<file path="src/pkg/chan_seq_pkg.sv">
package chan_seq_pkg;

    // ****************************************
    // Pin widths and clock rate
    // ****************************************
    localparam int SEL_W       = 5;
    localparam int CLK_MHZ     = 200;
    localparam int SYNC_STAGES = 3;

    // ****************************************
    // Switch timing, microseconds as printed
    // ****************************************
    localparam int DISABLE_PROP_US  = 10;
    localparam int ADDR_SETTLE_US   = 40;
    localparam int ENABLE_SETTLE_US = 10;

    // Least times: exact multiples here, so rounding up changes nothing
    localparam int DISABLE_PROP_CYC  = DISABLE_PROP_US * CLK_MHZ;
    localparam int ADDR_SETTLE_CYC   = ADDR_SETTLE_US * CLK_MHZ;
    localparam int ENABLE_SETTLE_CYC = ENABLE_SETTLE_US * CLK_MHZ;

    localparam int CNT_W = 16;
    localparam logic [SEL_W-1:0] SEL_RESET = 5'h00;

    // ****************************************
    // Carriers
    // ****************************************
    typedef struct packed {
        logic             gate;
        logic [SEL_W-1:0] select_code;
    } pins_s;

    typedef enum {
        ST_IDLE,
        ST_GATE_OFF,
        ST_ADDR_SET,
        ST_GATE_ON
    } seq_state_e;

endpackage

</file>
<file path="src/verilog/chan_switch_seq.sv">
// Notes on behaviour
// RL1 - Driver itself lacks break-first protection
// RL2 - Code change while gated may overlap
// RL3 - Gate low turns every output off
// RL4 - Drop gate before any code change
// RL5 - Wait 10 us before changing code
// RL6 - Place new code while gate low
// RL7 - Wait 40 us more before gate high
// RL8 - Raise gate; only addressed output on
// RL9 - Wait 10 us after gate high
// RL10 - Power-up: gate low, code first
// RL11 - Five-bit code selects one of 32
// RL12 - Code is unsigned binary, bit0 lsb
`timescale 1ns/1ps
module chan_switch_seq #(
    parameter int DIS_CYC = chan_seq_pkg::DISABLE_PROP_CYC,   // Gate-off settle
    parameter int ADR_CYC = chan_seq_pkg::ADDR_SETTLE_CYC,    // Address settle
    parameter int ENA_CYC = chan_seq_pkg::ENABLE_SETTLE_CYC   // Turn-on settle
) (
    input  wire logic                           sys_clk,        // 200 MHz clock
    input  wire logic                           rst_n,          // Async reset, low
    input  wire logic                           req_valid,      // Switch request
    input  wire logic [chan_seq_pkg::SEL_W-1:0] req_code,       // Output to select
    input  wire logic                           req_gate,       // 1 = turn on, 0 = off
    input  wire logic                           hold_off,       // Async force-off pin
    output logic                                req_ready,      // Ready for request
    output logic                                busy,           // Sequence running
    output logic [chan_seq_pkg::SEL_W-1:0]      select_code,    // To address pins
    output logic                                gate            // To gate pin
);

    // ****************************************
    // State
    // ****************************************
    chan_seq_pkg::seq_state_e       state_reg;
    chan_seq_pkg::seq_state_e       state_next;
    chan_seq_pkg::pins_s            pins_reg;
    chan_seq_pkg::pins_s            pins_next;
    chan_seq_pkg::pins_s            pend_reg;
    chan_seq_pkg::pins_s            pend_next;
    logic [chan_seq_pkg::CNT_W-1:0] cnt_reg;
    logic [chan_seq_pkg::CNT_W-1:0] cnt_next;
    logic                           ready_reg;
    logic                           ready_next;
    logic                           busy_reg;
    logic                           busy_next;
    logic                           hold_lvl;
    logic                           take;
    logic                           force_off;
    logic                           cnt_zero;

    // Pin from outside the clock domain
    sync_stage #(
        .W (1)
    ) u_hold_sync (
        .sys_clk   (sys_clk),
        .rst_n     (rst_n),
        .async_in  (hold_off),
        .level_out (hold_lvl)
    );

    // ****************************************
    // Counter helpers
    // ****************************************
    // Waits load cyc-1 and stop at zero, so each lasts exactly cyc cycles
    function automatic logic [chan_seq_pkg::CNT_W-1:0] load_cnt(input int cyc);
        load_cnt = chan_seq_pkg::CNT_W'(cyc - 1);
    endfunction

    function automatic logic [chan_seq_pkg::CNT_W-1:0] dec_cnt(
        input logic [chan_seq_pkg::CNT_W-1:0] cnt
    );
        dec_cnt = cnt - 1'b1;
    endfunction

    // ****************************************
    // Request decisions
    // ****************************************
    // A ready already shown is honoured even if hold arrives with it;
    // the hold then only keeps the gate low at the raise step
    always_comb
    begin
        cnt_zero  = (cnt_reg == '0);
        take      = (state_reg == chan_seq_pkg::ST_IDLE) && req_valid && ready_reg;
        force_off = (state_reg == chan_seq_pkg::ST_IDLE) && !take && hold_lvl && pins_reg.gate;
    end

    // ****************************************
    // Sequencer
    // ****************************************
    always_comb
    begin
        state_next = state_reg;
        pend_next  = pend_reg;
        cnt_next   = cnt_reg;
        case (state_reg)
            chan_seq_pkg::ST_IDLE:
            begin
                if (take)
                begin
                    pend_next.gate        = req_gate;
                    pend_next.select_code = req_code;                         // RL12
                    cnt_next              = load_cnt(DIS_CYC);
                    state_next            = chan_seq_pkg::ST_GATE_OFF;
                end
                else if (force_off)
                begin
                    // Forced off still honours the full break time
                    pend_next.gate        = 1'b0;                             // RL10
                    pend_next.select_code = pins_reg.select_code;
                    cnt_next              = load_cnt(DIS_CYC);
                    state_next            = chan_seq_pkg::ST_GATE_OFF;
                end
            end
            chan_seq_pkg::ST_GATE_OFF:
            begin
                if (cnt_zero)
                begin
                    cnt_next   = load_cnt(ADR_CYC);
                    state_next = chan_seq_pkg::ST_ADDR_SET;
                end
                else
                    cnt_next = dec_cnt(cnt_reg);                              // RL5
            end
            chan_seq_pkg::ST_ADDR_SET:
            begin
                if (cnt_zero)
                begin
                    cnt_next   = load_cnt(ENA_CYC);
                    state_next = chan_seq_pkg::ST_GATE_ON;
                end
                else
                    cnt_next = dec_cnt(cnt_reg);                              // RL7
            end
            chan_seq_pkg::ST_GATE_ON:
            begin
                if (cnt_zero)
                    state_next = chan_seq_pkg::ST_IDLE;
                else
                    cnt_next = dec_cnt(cnt_reg);                              // RL9
            end
            default:
            begin
                state_next = chan_seq_pkg::ST_IDLE;
                cnt_next   = '0;
            end
        endcase
    end

    always_ff @(posedge sys_clk or negedge rst_n)
    begin
        if (!rst_n)
        begin
            state_reg <= chan_seq_pkg::ST_IDLE;
            pend_reg  <= '{gate: 1'b0, select_code: chan_seq_pkg::SEL_RESET};
            cnt_reg   <= '0;
        end
        else
        begin
            state_reg <= state_next;
            pend_reg  <= pend_next;
            cnt_reg   <= cnt_next;
        end
    end

    // ****************************************
    // Pin drive
    // ****************************************
    always_comb
    begin
        pins_next = pins_reg;
        case (state_reg)
            chan_seq_pkg::ST_IDLE:
            begin
                if (take)
                    pins_next.gate = 1'b0;                                    // RL4
                else if (force_off)
                    pins_next.gate = 1'b0;                                    // RL3
            end
            chan_seq_pkg::ST_GATE_OFF:
            begin
                // Gate still low here, never changed while high
                if (cnt_zero)
                    pins_next.select_code = pend_reg.select_code;             // RL6
            end
            chan_seq_pkg::ST_ADDR_SET:
            begin
                // Overlap avoided in the driver only by this ordering
                if (cnt_zero)
                    pins_next.gate = pend_reg.gate & ~hold_lvl;               // RL8
            end
            chan_seq_pkg::ST_GATE_ON:
                pins_next = pins_reg;
            default:
                pins_next.gate = 1'b0;
        endcase
    end

    always_ff @(posedge sys_clk or negedge rst_n)
    begin
        if (!rst_n)
            pins_reg <= '{gate: 1'b0, select_code: chan_seq_pkg::SEL_RESET};  // RL10
        else
            pins_reg <= pins_next;
    end

    // ****************************************
    // Handshake flags
    // ****************************************
    // Ready only while idle and not held, so a held block shows no ready
    always_comb
    begin
        ready_next = 1'b0;
        busy_next  = 1'b1;
        if (state_next == chan_seq_pkg::ST_IDLE)
        begin
            ready_next = ~hold_lvl;
            busy_next  = 1'b0;
        end
    end

    always_ff @(posedge sys_clk or negedge rst_n)
    begin
        if (!rst_n)
        begin
            ready_reg <= 1'b0;
            busy_reg  <= 1'b0;
        end
        else
        begin
            ready_reg <= ready_next;
            busy_reg  <= busy_next;
        end
    end

    // ****************************************
    // Outputs
    // ****************************************
    assign select_code = pins_reg.select_code;                                // RL11
    assign gate        = pins_reg.gate;
    assign req_ready   = ready_reg;
    assign busy        = busy_reg;

endmodule // chan_switch_seq

</file>
<file path="src/verilog/sync_stage.sv">
`timescale 1ns/1ps
module sync_stage #(
    parameter int W = 1
) (
    input  wire logic         sys_clk,    // System clock
    input  wire logic         rst_n,      // Async reset, active low
    input  wire logic [W-1:0] async_in,   // Signal from another domain
    output logic      [W-1:0] level_out   // Accepted level
);

    logic [W-1:0] s1_reg;
    logic [W-1:0] s2_reg;
    logic [W-1:0] s3_reg;
    logic [W-1:0] level_reg;
    logic [W-1:0] level_next;

    // Change only counts once stages two and three agree
    always_comb
    begin
        level_next = level_reg;
        for (int i = 0; i < W; i++)
        begin
            if (s2_reg[i] == s3_reg[i])
                level_next[i] = s2_reg[i];
        end
    end

    always_ff @(posedge sys_clk or negedge rst_n)
    begin
        if (!rst_n)
        begin
            s1_reg    <= '0;
            s2_reg    <= '0;
            s3_reg    <= '0;
            level_reg <= '0;
        end
        else
        begin
            s1_reg    <= async_in;
            s2_reg    <= s1_reg;
            s3_reg    <= s2_reg;
            level_reg <= level_next;
        end
    end

    assign level_out = level_reg;

endmodule // sync_stage

</file>
<file path="config.mk">
export PLATFORM = sky130hd
export DESIGN_NAME = chan_switch_seq
export DESIGN_NICKNAME = d
export VERILOG_FILES = /design/src/pkg/chan_seq_pkg.sv /design/src/verilog/chan_switch_seq.sv /design/src/verilog/sync_stage.sv
export SDC_FILE = /design/constraint.sdc
export NUM_CORES = 1
export LEC_CHECK = 0
export BUFFER_PORTS_ARGS = -buffer_cell sky130_fd_sc_hd__buf_2
export CORE_ASPECT_RATIO = 0.8
export CORE_MARGIN = 4
export CORE_UTILIZATION = 59
export CTS_CLUSTER_SIZE = 12
export DETAILED_ROUTE_END_ITERATION = 8
export PLACE_DENSITY = 0.81
export SYNTH_ARGS = -nofsm -noshare
export SYNTH_HDL_FRONTEND = slang
export SYNTH_HIERARCHICAL = 1
export SYNTH_SLANG_ARGS = --single-unit
</file>
<file path="constraint.sdc">
create_clock -name sys_clk -period 2.42 [get_ports sys_clk]
set_input_delay 0.484 -clock sys_clk [delete_from_list [all_inputs] [get_ports sys_clk]]
set_output_delay 0.484 -clock sys_clk [all_outputs]
set_load 0.01 [all_outputs]
</file>
-- Word-level counts from Yosys, hierarchy flattened
Index checks and enable logic that the tools add are counted.
- $add $sub $neg: 1
- reduce and logical (&&, ||, !) cells: 16
- shifts and indexed selects: 0
- div/mod/pow operators: 0
- eq/ne operators: 7
- multipliers: 0
- muxes and demuxes: 20
- bitwise operators: 3
- $lt $le $gt $ge: 0
- operator list (operator ; count):
    $mux W32 ; 5
    $pmux W32 S4 ; 1
    $logic_not A32 Y1 ; 3
    $mux W16 ; 5
    $eq A32 B2 Y1 const B ; 2
    $pmux W16 S4 ; 1
    $eq A32 B1 Y1 const B ; 1
    $logic_not A16 Y1 ; 1
    $sub A16 B1 Y16 const B ; 1
    $mux W6 ; 2
    $reduce_and A2 Y1 ; 3
    $logic_and A1 B1 Y1 ; 5
    $mux W1 ; 5
    $ne A2 B2 Y1 const B ; 2
    $ne A3 B3 Y1 const B ; 1
    $pmux W1 S3 ; 1
    $reduce_and A3 Y1 ; 1
    $not A1 Y1 ; 2
    $reduce_bool A2 Y1 ; 1
    $reduce_or A2 Y1 ; 1
    $and A1 B1 Y1 ; 1
    $eq A1 B1 Y1 ; 1
    $logic_not A1 Y1 ; 1
- memories kept: 0
- input port bits: 10
- register bits: 66
- bits in writable memories: 0
- output and inout port bits: 8
- memory bits (read-only): 0
- bits in latches: 0
- word-level logic and storage cells: 59

-- Longest topological paths before layout
Gate-level depths: netlist of run 1.
- depth in word-level cells: 12
- mapped depth: 8
- depth with buffers taken out: 7

-- By module
The synthesis of run 1 kept the hierarchy.
- modules (own cells, without submodules) (module ; cells an instance ; instances ; seq. area each (um^2) ; area each (um^2)):
    chan_switch_seq ; 249 ; 1 ; 1551.5 ; 2762.6
    sync_stage ; 5 ; 1 ; 100.1 ; 111.4

-- Worst setup path before layout of run 1
No wires, ideal clock.
- path type: reg2reg
- start: register cnt_reg[0] (netlist bit)
- end: register pins_reg, in the netlist select_code[0]
- library setup time: 0.125 ns
- setup slack: 0.440 ns
- data arrival time: 1.855 ns
- data required time: 2.295 ns
- clock period less this slack: 1.980 ns
- path buffers: 1
- cell stages (with the launch flop): 9
- cell sequence: dfrtp_1 > inv_1 > ha_1 > nor3b_2 > nand4_1 > buf_4 > nor2_4 > nand2_2 > mux2_4
- cells in the longest elaborated chain, start to end: 2
- RTL lines (element ; line ; text):
    start: declaration ; chan_switch_seq.sv:41 ; logic [chan_seq_pkg::CNT_W-1:0] cnt_reg;
    start signal: assignment ; chan_switch_seq.sv:162 ; cnt_reg <= cnt_next;
    $logic_not A16 Y1 ; chan_switch_seq.sv:83 ; cnt_zero = (cnt_reg == '0);
    $reduce_and A2 Y1 (no line) ; n/a ;
    end signal: assignment ; chan_switch_seq.sv:202 ; pins_reg <= '{gate: 1'b0, select_code: chan_seq_pkg::SEL_RESET};
    end signal: assignment ; chan_switch_seq.sv:204 ; pins_reg <= pins_next;
    end: declaration ; chan_switch_seq.sv:37 ; chan_seq_pkg::pins_s pins_reg;
No other way between the ends.
A chain may end at the register's enable or synchronous reset.

-- Final worst setup path of run 1
- start: register cnt_reg[0] (netlist bit)
- end: register cnt_reg[8] (netlist bit)
- cells in the longest elaborated chain, start to end: 3
- elaborated cells between the ends (all ways): 8
- those cells by class: add/sub: 1; eq/ne: 1; mux: 4; reduce/logical: 2
- RTL lines (element ; line ; text):
    $sub A16 B1 Y16 or $logic_not A16 Y1 (tied branches) ; chan_switch_seq.sv:73, chan_switch_seq.sv:83 ;
    $mux W16, or another cell as far along ; chan_switch_seq.sv:137 ; if (cnt_zero)
    $pmux W16 S4 or $reduce_and A2 Y1 (tied branches) ; n/a ;
Parallel ways exist; a longest one is shown, timed or not. The select of a mux whose other input is x is not followed.

==> out/results.ini, run 1 <==
[floorplanning]
io_pins=18
die_width_um=86.0
die_area_um2=6060
initial_core_util=0.618
die_h_um=70.4
core_um2=4650
rows=22

[critical_path]
worstPathBufferInverterCount=1
cp_top_family=compound AO/OA/AOI/OAI gates
start_kind=register
critical_path_depth=7
cp_data_required_time_ns=2.60
cpPeakStageDelay_ns=0.51
rr_worst_depth=7
r2r_slack_ns=0.11
worstSetupPathType=register to register
cp_max_fo=7
slowest_stage=o311ai_1
crit_chain=inv_1, ha_1, nor3b_4, and2_1, and3_2, o311ai_1, o221ai_1
arrival_ns=2.49
end_kind=register

[grt]
antenna_found_initial=0
grt_pass1_vias=2219
grt_pass1_wl_mm=10.9
grt-ovfl-total=0
grt_max_degree=48
grt.total_usage=0.241

[power_and_ir_drop]
internal_power_w=0.00175
switchingPower_w=0.000488
combPwrFrac=0.039
total_power_w=0.00224
max-vdd-ir-drop_uv=700
powerDensity_nw_per_um2=652
clkPwrFrac=0.448
p_leak_nw=1.61
switching_share=0.218
seqPwrFrac=0.513

[synthesis]
synthFlopType=dfrtp_1
synthesis.area_um2=2870
ys_async_sr_fraction=1.00
ys_warn_count=6
synth_edf_count=0
ys_seq_elements=66
yosysUniqueCellTypes=57
netlist_instances=254
synth.avg_cell_area_um2=11.3
ys_seq_area_frac=0.575

[timing]
rsz0062_at_grt=true
tightest_slew_ns=0.533
slew_violations=0
finClkSkew_ns=0.00614
fin_ws_ns=0.114
period_share=0.953
finalSetupViolations=0
fmax_mhz=434
period_needed_ns=2.31
holdWs_ns=0.0950
finalHoldViolations=0
max-slew-margin-rel=0.639

[placement]
post-place-ws_ns=0.103
gp_congestion=1.01
port_buffers=17
hpwl_mm=4.58

[job]
timing.max_cap.violations=0

[final_layout]
drive_gt1_frac=0.226
antenna_cells=0
largest_reg_flops=32
final_net_count=325
synthToLayoutAreaGrowth_pct=19.3

[clock_tree]
cts_tree=built
clock_latency_ns=0.34
clockBufferDepth=2
cts_setup_buffers=0
clock-sinks=66
cts_buffers=9
cts-root-buf=clkbuf_8
htreeDepth=3
clkTransAtPathRegs_ns=0.07

[routing]
firstDrtPassIters=5
wl_per_cell_um=17.6
avgViaCountPerCell=5.98
drt_first_iter_violations=232
drc_errors=0
num_vias=2268
wl_mm=6.66
drtAntennaViolNets=0

[outcome]
outcome=complete, no violations

[min_path]
hp-class=input port to async pin

## layer usage
metal	global-route usage	vias to the layer above	routed length (µm)
li1	-	1036	-
met1	0.308	1093	2740
met5	0	-	0
met3	0.0920	22	594
met2	0.367	117	3160
met4	0.0949	0	173
## worst reg2reg max path, stage by stage, from the launching register on
cell,delay (ns)
dfrtp_1,0.45
inv_1,0.10
ha_1,0.24
nor3b_4,0.18
and2_1,0.19
and3_2,0.25
o311ai_1,0.51
o221ai_1,0.23
## final cells by class
class / count / area [µm²]
flip-flops and latches: 66 / 1650
inverters: 8 / 30.0
clock buffers: 10 / 128
multi-input cells: 199 / 1260
well taps: 60 / 75.1
repair buffers: 30 / 195
fillers: 314 / 1220
clock inverters: 6 / 90.1
## timing repair
item                       4_1_cts  5_1_grt
gates resized for setup          0        1
setup endpoints to repair        0       15
hold buffers                     0        0
## Yosys cell counts (3+ instances only)
| cell type | count | area share |
|---|---|---|
| nand3_1 | 10 | 0.017 |
| clkbuf_1 | 6 | 0.0078 |
| nor3_1 | 5 | 0.0087 |
| nor2_1 | 13 | 0.017 |
| a21oi_1 | 15 | 0.026 |
| nand2_1 | 20 | 0.026 |
| a31oi_1 | 5 | 0.011 |
| or3_1 | 6 | 0.013 |
| o21ai_0 | 16 | 0.028 |
| dfrtp_1 | 66 | 0.57 |
| mux2_4 | 5 | 0.026 |
| inv_1 | 8 | 0.010 |
| nor4_1 | 11 | 0.024 |
| mux2_2 | 10 | 0.039 |
| a211oi_1 | 3 | 0.0078 |
## worst paths after layout
kind,start,to
max,cnt_reg[0],cnt_reg[8]
min,rst_n,cnt_reg[4]
max reg2reg,cnt_reg[0],cnt_reg[8]
min reg2reg,u_hold_sync/s1_reg,u_hold_sync/s2_reg
max in group asynchronous,rst_n,state_reg[23]
min in group sys_clk,hold_off,u_hold_sync/s1_reg
## power by group through the flow
stage | Sequential, W | Combinational (W) | Clock [W]
6_report | 0.00115 | 0.0000876 | 0.00100
3_3_place_gp | 0.00117 | 0.0000850 | 0
3_5_place_dp | 0.00117 | 0.0000861 | 0
4_1_cts | 0.00115 | 0.0000875 | 0.00102
2_1_floorplan | 0.00117 | 0.0000362 | 0
5_1_grt | 0.00115 | 0.000101 | 0.00108
## per-stage QoR
stage	utilization	setup TNS [ns]	cells	instance area, µm²
detailed placement	0.689	0	363	3210
floorplan	-	0	283	2980
CTS	0.736	0	379	3420
finish	0.737	0	379	3430
global route	0.737	-0.00220	379	3430
global placement	0.689	0	363	3210
## cell usage in the layout (no fill, tap or decap), drive strengths merged, types with 3 or more instances in the layout
cell and instances:
dfrtp 66, conb 30, buf 30, nand2 21, o21ai 18, a21oi 15
nor2 15, mux2 15, nor4 14, nand3 10, clkbuf 10, inv 9
or3 6, nor3 6, a31oi 5, a211oi 3, or4 3
## cells by family after synthesis
logic type      count (synthesis)  share of synthesized area
compound gates                 64                      0.145
xor+xnor                        1                    0.00305
simple gates                   87                      0.176
fa+ha+maj                       2                    0.00827
buf+inv                        18                     0.0270
flops                          66                      0.575
other cells                     1                    0.00130
mux                            15                     0.0653
Power figures use the tool's default switching activity.
==> run 2: changes to the inputs <==
--- a/config.mk
+++ b/config.mk
@@ -5,13 +5,14 @@
 export SDC_FILE = /design/constraint.sdc
 export NUM_CORES = 1
 export LEC_CHECK = 0
+export ABC_AREA = 1
 export BUFFER_PORTS_ARGS = -buffer_cell sky130_fd_sc_hd__buf_2
 export CORE_ASPECT_RATIO = 0.8
 export CORE_MARGIN = 4
-export CORE_UTILIZATION = 59
+export CORE_UTILIZATION = 60
 export CTS_CLUSTER_SIZE = 12
 export DETAILED_ROUTE_END_ITERATION = 8
-export PLACE_DENSITY = 0.81
+export PLACE_DENSITY = 0.82
 export SYNTH_ARGS = -nofsm -noshare
 export SYNTH_HDL_FRONTEND = slang
 export SYNTH_HIERARCHICAL = 1
==> run 2 against run 1 <==
Compared with the run above: combinational power down 32%; flip-flop and latch count unchanged; design area up 1.4%; synthesized cell count up 28%; clock-buffer cell count up 3; largest cell class unchanged; fmax up 6.1%; die area up 2.1%; area after synthesis up 4.1%; final cell count up 18%.
==> out/results.ini, run 2 <==
[routing]
wl_met3_um=265  ; was 594 µm
avgViaCountPerCell=4.89  ; was 5.98
wl_mm=5.64  ; was 6.66 mm
drtAntennaViolNets=0  ; unchanged
drt_first_iter_violations=179  ; was 232
top_layer=met4  ; unchanged
wl_per_cell_um=12.6  ; was 17.6 µm
num_vias=2187  ; was 2,268
drc_errors=0  ; unchanged
routed-wl-met2_mm=2.76  ; was 3.16 mm
firstDrtPassIters=4  ; was 5
met1_length_mm=2.48  ; was 2.74 mm

[synthesis]
synthesis.area_um2=2990  ; was 2870 µm²
synth_area_leaders=dfrtp_1 (55%), nand2_1 (12%), nor2_1 (4.4%), inv_1 (3.0%), nand2_2 (2.7%)  ; was dfrtp_1 (57%), mux2_2 (3.9%), o21ai_0 (2.8%), a21oi_1 (2.6%), mux2_4 (2.6%)
yosysMostFrequentCell=nand2_1  ; was dfrtp_1
synthTopCellsByCount=nand2_1 (99), dfrtp_1 (66), nor2_1 (35)  ; was dfrtp_1 (66), nand2_1 (20), o21ai_0 (16)
synthFlopType=dfrtp_1  ; unchanged
synth_top_family_by_area=simple AND/OR/NAND/NOR gates  ; unchanged
netlist_instances=326  ; was 254
synth_top_cell_by_area=dfrtp_1  ; unchanged
ys_seq_elements=66  ; unchanged
synth.avg_cell_area_um2=9.18  ; was 11.3 µm²
synth_edf_count=0  ; unchanged
ys_async_sr_fraction=1.00  ; unchanged
synth_top_area_share=0.552  ; was 0.575
synth_xor_area_frac=0.0205  ; was 0.00305
ys_warn_count=6  ; unchanged
yosysUniqueCellTypes=34  ; was 57
synthAdderAreaFrac=0.00418  ; was 0.00827
ys_seq_area_frac=0.552  ; was 0.575
synth_compound_area_frac=0.0489  ; was 0.145
synth_mux_area_frac=0  ; was 0.0653
synth_simple_gate_area_share=0.321  ; was 0.176

[clock_tree]
clockBufferDepth=2  ; unchanged
cts_setup_buffers=0  ; unchanged
cts_buffers=9  ; unchanged
clock-sinks=66  ; unchanged
htreeDepth=3  ; unchanged
clkTransAtPathRegs_ns=0.07  ; about the same
clock_latency_ns=0.35  ; was 0.34 ns
cts.repair.resized=0  ; unchanged
cts-root-buf=clkbuf_8  ; unchanged
hold_buffers=0  ; unchanged
cts_tree=built  ; unchanged

[timing]
finClkSkew_ns=0.0120  ; was 0.00614 ns
fin_ws_ns=0.246  ; was 0.114 ns
finalSetupViolations=0  ; unchanged
finalHoldViolations=0  ; unchanged
fmax_mhz=460  ; was 434 MHz
slew_violations=0  ; unchanged
max-slew-margin-rel=0.612  ; was 0.639
period_share=0.898  ; was 0.953
rsz0062_at_grt=false  ; was true
setup_tns_ns=0  ; unchanged
period_needed_ns=2.17  ; was 2.31 ns
tightest_slew_ns=0.582  ; was 0.533 ns

[critical_path]
crit_chain=inv_1, ha_1, nand3_4, nor2_8, nand4_4, nand2_1, nand3_1, nand3_2, nand3_2, nand2_2, nand2_1  ; was inv_1, ha_1, nor3b_4, and2_1, and3_2, o311ai_1, o221ai_1
critical_path_depth=11  ; was 7
cp_max_fo=11  ; was 7
slowest_stage=dfrtp_1  ; was o311ai_1
cp_data_required_time_ns=2.65  ; was 2.60 ns
rr_worst_depth=11  ; was 7
end_kind=register  ; unchanged
cp_top_family=simple AND/OR/NAND/NOR gates  ; was compound AO/OA/AOI/OAI gates
cpPeakStageDelay_ns=0.41  ; was 0.51 ns
start_kind=register  ; unchanged
arrival_ns=2.40  ; was 2.49 ns
worstSetupPathType=register to register  ; unchanged
worstPathBufferInverterCount=1  ; unchanged

[floorplanning]
io_pins=18  ; unchanged
core_um2=4710  ; was 4650 µm²
die_h_um=71.2  ; was 70.4 µm
initial_core_util=0.636  ; was 0.618
rows=22  ; unchanged
die_area_um2=6190  ; was 6060 µm²
die_width_um=86.9  ; was 86.0 µm

[power_and_ir_drop]
max-vdd-ir-drop_uv=473  ; was 700 µV
internal_power_w=0.00171  ; was 0.00175 W
seqPwrFrac=0.526  ; was 0.513
p_leak_nw=1.88  ; was 1.61 nW
switching_share=0.214  ; was 0.218
combPwrFrac=0.028  ; was 0.039
clkPwrFrac=0.447  ; was 0.448
total_power_w=0.00218  ; was 0.00224 W
powerDensity_nw_per_um2=627  ; was 652 nW/µm²
switchingPower_w=0.000466  ; was 0.000488 W

[grt]
grt.total_usage=0.215  ; was 0.241
grt-ovfl-total=0  ; unchanged
grt_pass1_wl_mm=9.94  ; was 10.9 mm
grt_max_degree=44  ; was 48
grt_pass1_vias=2170  ; was 2,219
antenna_found_initial=0  ; unchanged

[placement]
gp_congestion=0.867  ; was 1.01
post-place-ws_ns=0.304  ; was 0.103 ns
port_buffers=17  ; unchanged
hpwl_mm=3.96  ; was 4.58 mm

[final_layout]
antenna_cells=0  ; unchanged
final_net_count=393  ; was 325
layout_commonest_cell=nand2_1  ; was dfrtp_1
largest_reg_flops=32  ; unchanged
synthToLayoutAreaGrowth_pct=16.2  ; was 19.3%
final_cell_mix=nand2_1 (99), dfrtp_1 (66), nor2_1 (35)  ; was dfrtp_1 (66), conb_1 (30), nand2_1 (20)
drive_gt1_frac=0.225  ; was 0.226

[job]
timing.max_cap.violations=0  ; unchanged

[outcome]
outcome=complete, no violations  ; unchanged

[min_path]
hp-class=input port to async pin  ; unchanged

run 2: cell count changes after synthesis, sizes merged, moves of 6 or more:
cell / before / now
xor2: 1 / 7
nand2: 21 / 113
clkbuf: 6 / 0
inv: 8 / 35
nor4: 14 / 0
a21oi: 15 / 4
or3: 6 / 0
nor2: 15 / 54
mux2: 15 / 0
run 2: final timing paths:
check                      slack, ns               start            endpoint
max                             0.25          cnt_reg[0]          cnt_reg[3]
min                             0.14               rst_n         cnt_reg[10]
max reg2reg                     0.25          cnt_reg[0]          cnt_reg[3]
min reg2reg                     0.35  u_hold_sync/s1_reg  u_hold_sync/s2_reg
max in group asynchronous       1.67               rst_n       state_reg[18]
min in group sys_clk            0.25            hold_off  u_hold_sync/s1_reg
run 2: cells by family (layout without fill, tap and decap cells):
logic type | after synthesis | after routing
AO/OA/AOI/OAI | 24 | 24
XOR/XNOR | 7 | 7
adder cells (fa/ha/maj) | 1 | 1
buffers and inverters | 38 | 70
flip-flops | 66 | 66
other | 1 | 30
AND/OR/NAND/NOR | 189 | 189
run 2: metrics by stage:
step	instance area, µm²	util	hold slack [ns]	std cells
global route	3480	0.739	0.161	447
finish	3480	0.739	0.137	447
floorplan	3100	-	0.188	355
global placement	3260	0.693	0.333	431
CTS	3480	0.739	0.145	447
detailed placement	3260	0.693	0.340	431
run 2: routing by layer:
layer,vias to the layer above,track usage
met4,0,0.100
met3,13,0.0640
met1,1025,0.270
met5,-,0
met2,58,0.342
li1,1091,-
run 2: power by group through the flow:
stage / sequential (W) / clock (W) / combinational (W)
3_5_place_dp: 0.00117 / 0 / 0.0000598
6_report: 0.00115 / 0.000973 / 0.0000599
5_1_grt: 0.00115 / 0.00105 / 0.0000717
3_3_place_gp: 0.00117 / 0 / 0.0000582
4_1_cts: 0.00115 / 0.000984 / 0.0000605
2_1_floorplan: 0.00117 / 0 / 0.0000208
run 2: area by class of cell:
cell class                      count  area [µm²]
Clock buffer                       13         169
Clock inverter                      3        46.3
Fill cell                         333        1230
Inverter                           36         138
Multi-Input combinational cell    251        1290
Sequential cell                    66        1650
Tap cell                           60        75.1
Timing Repair Buffer               18         105
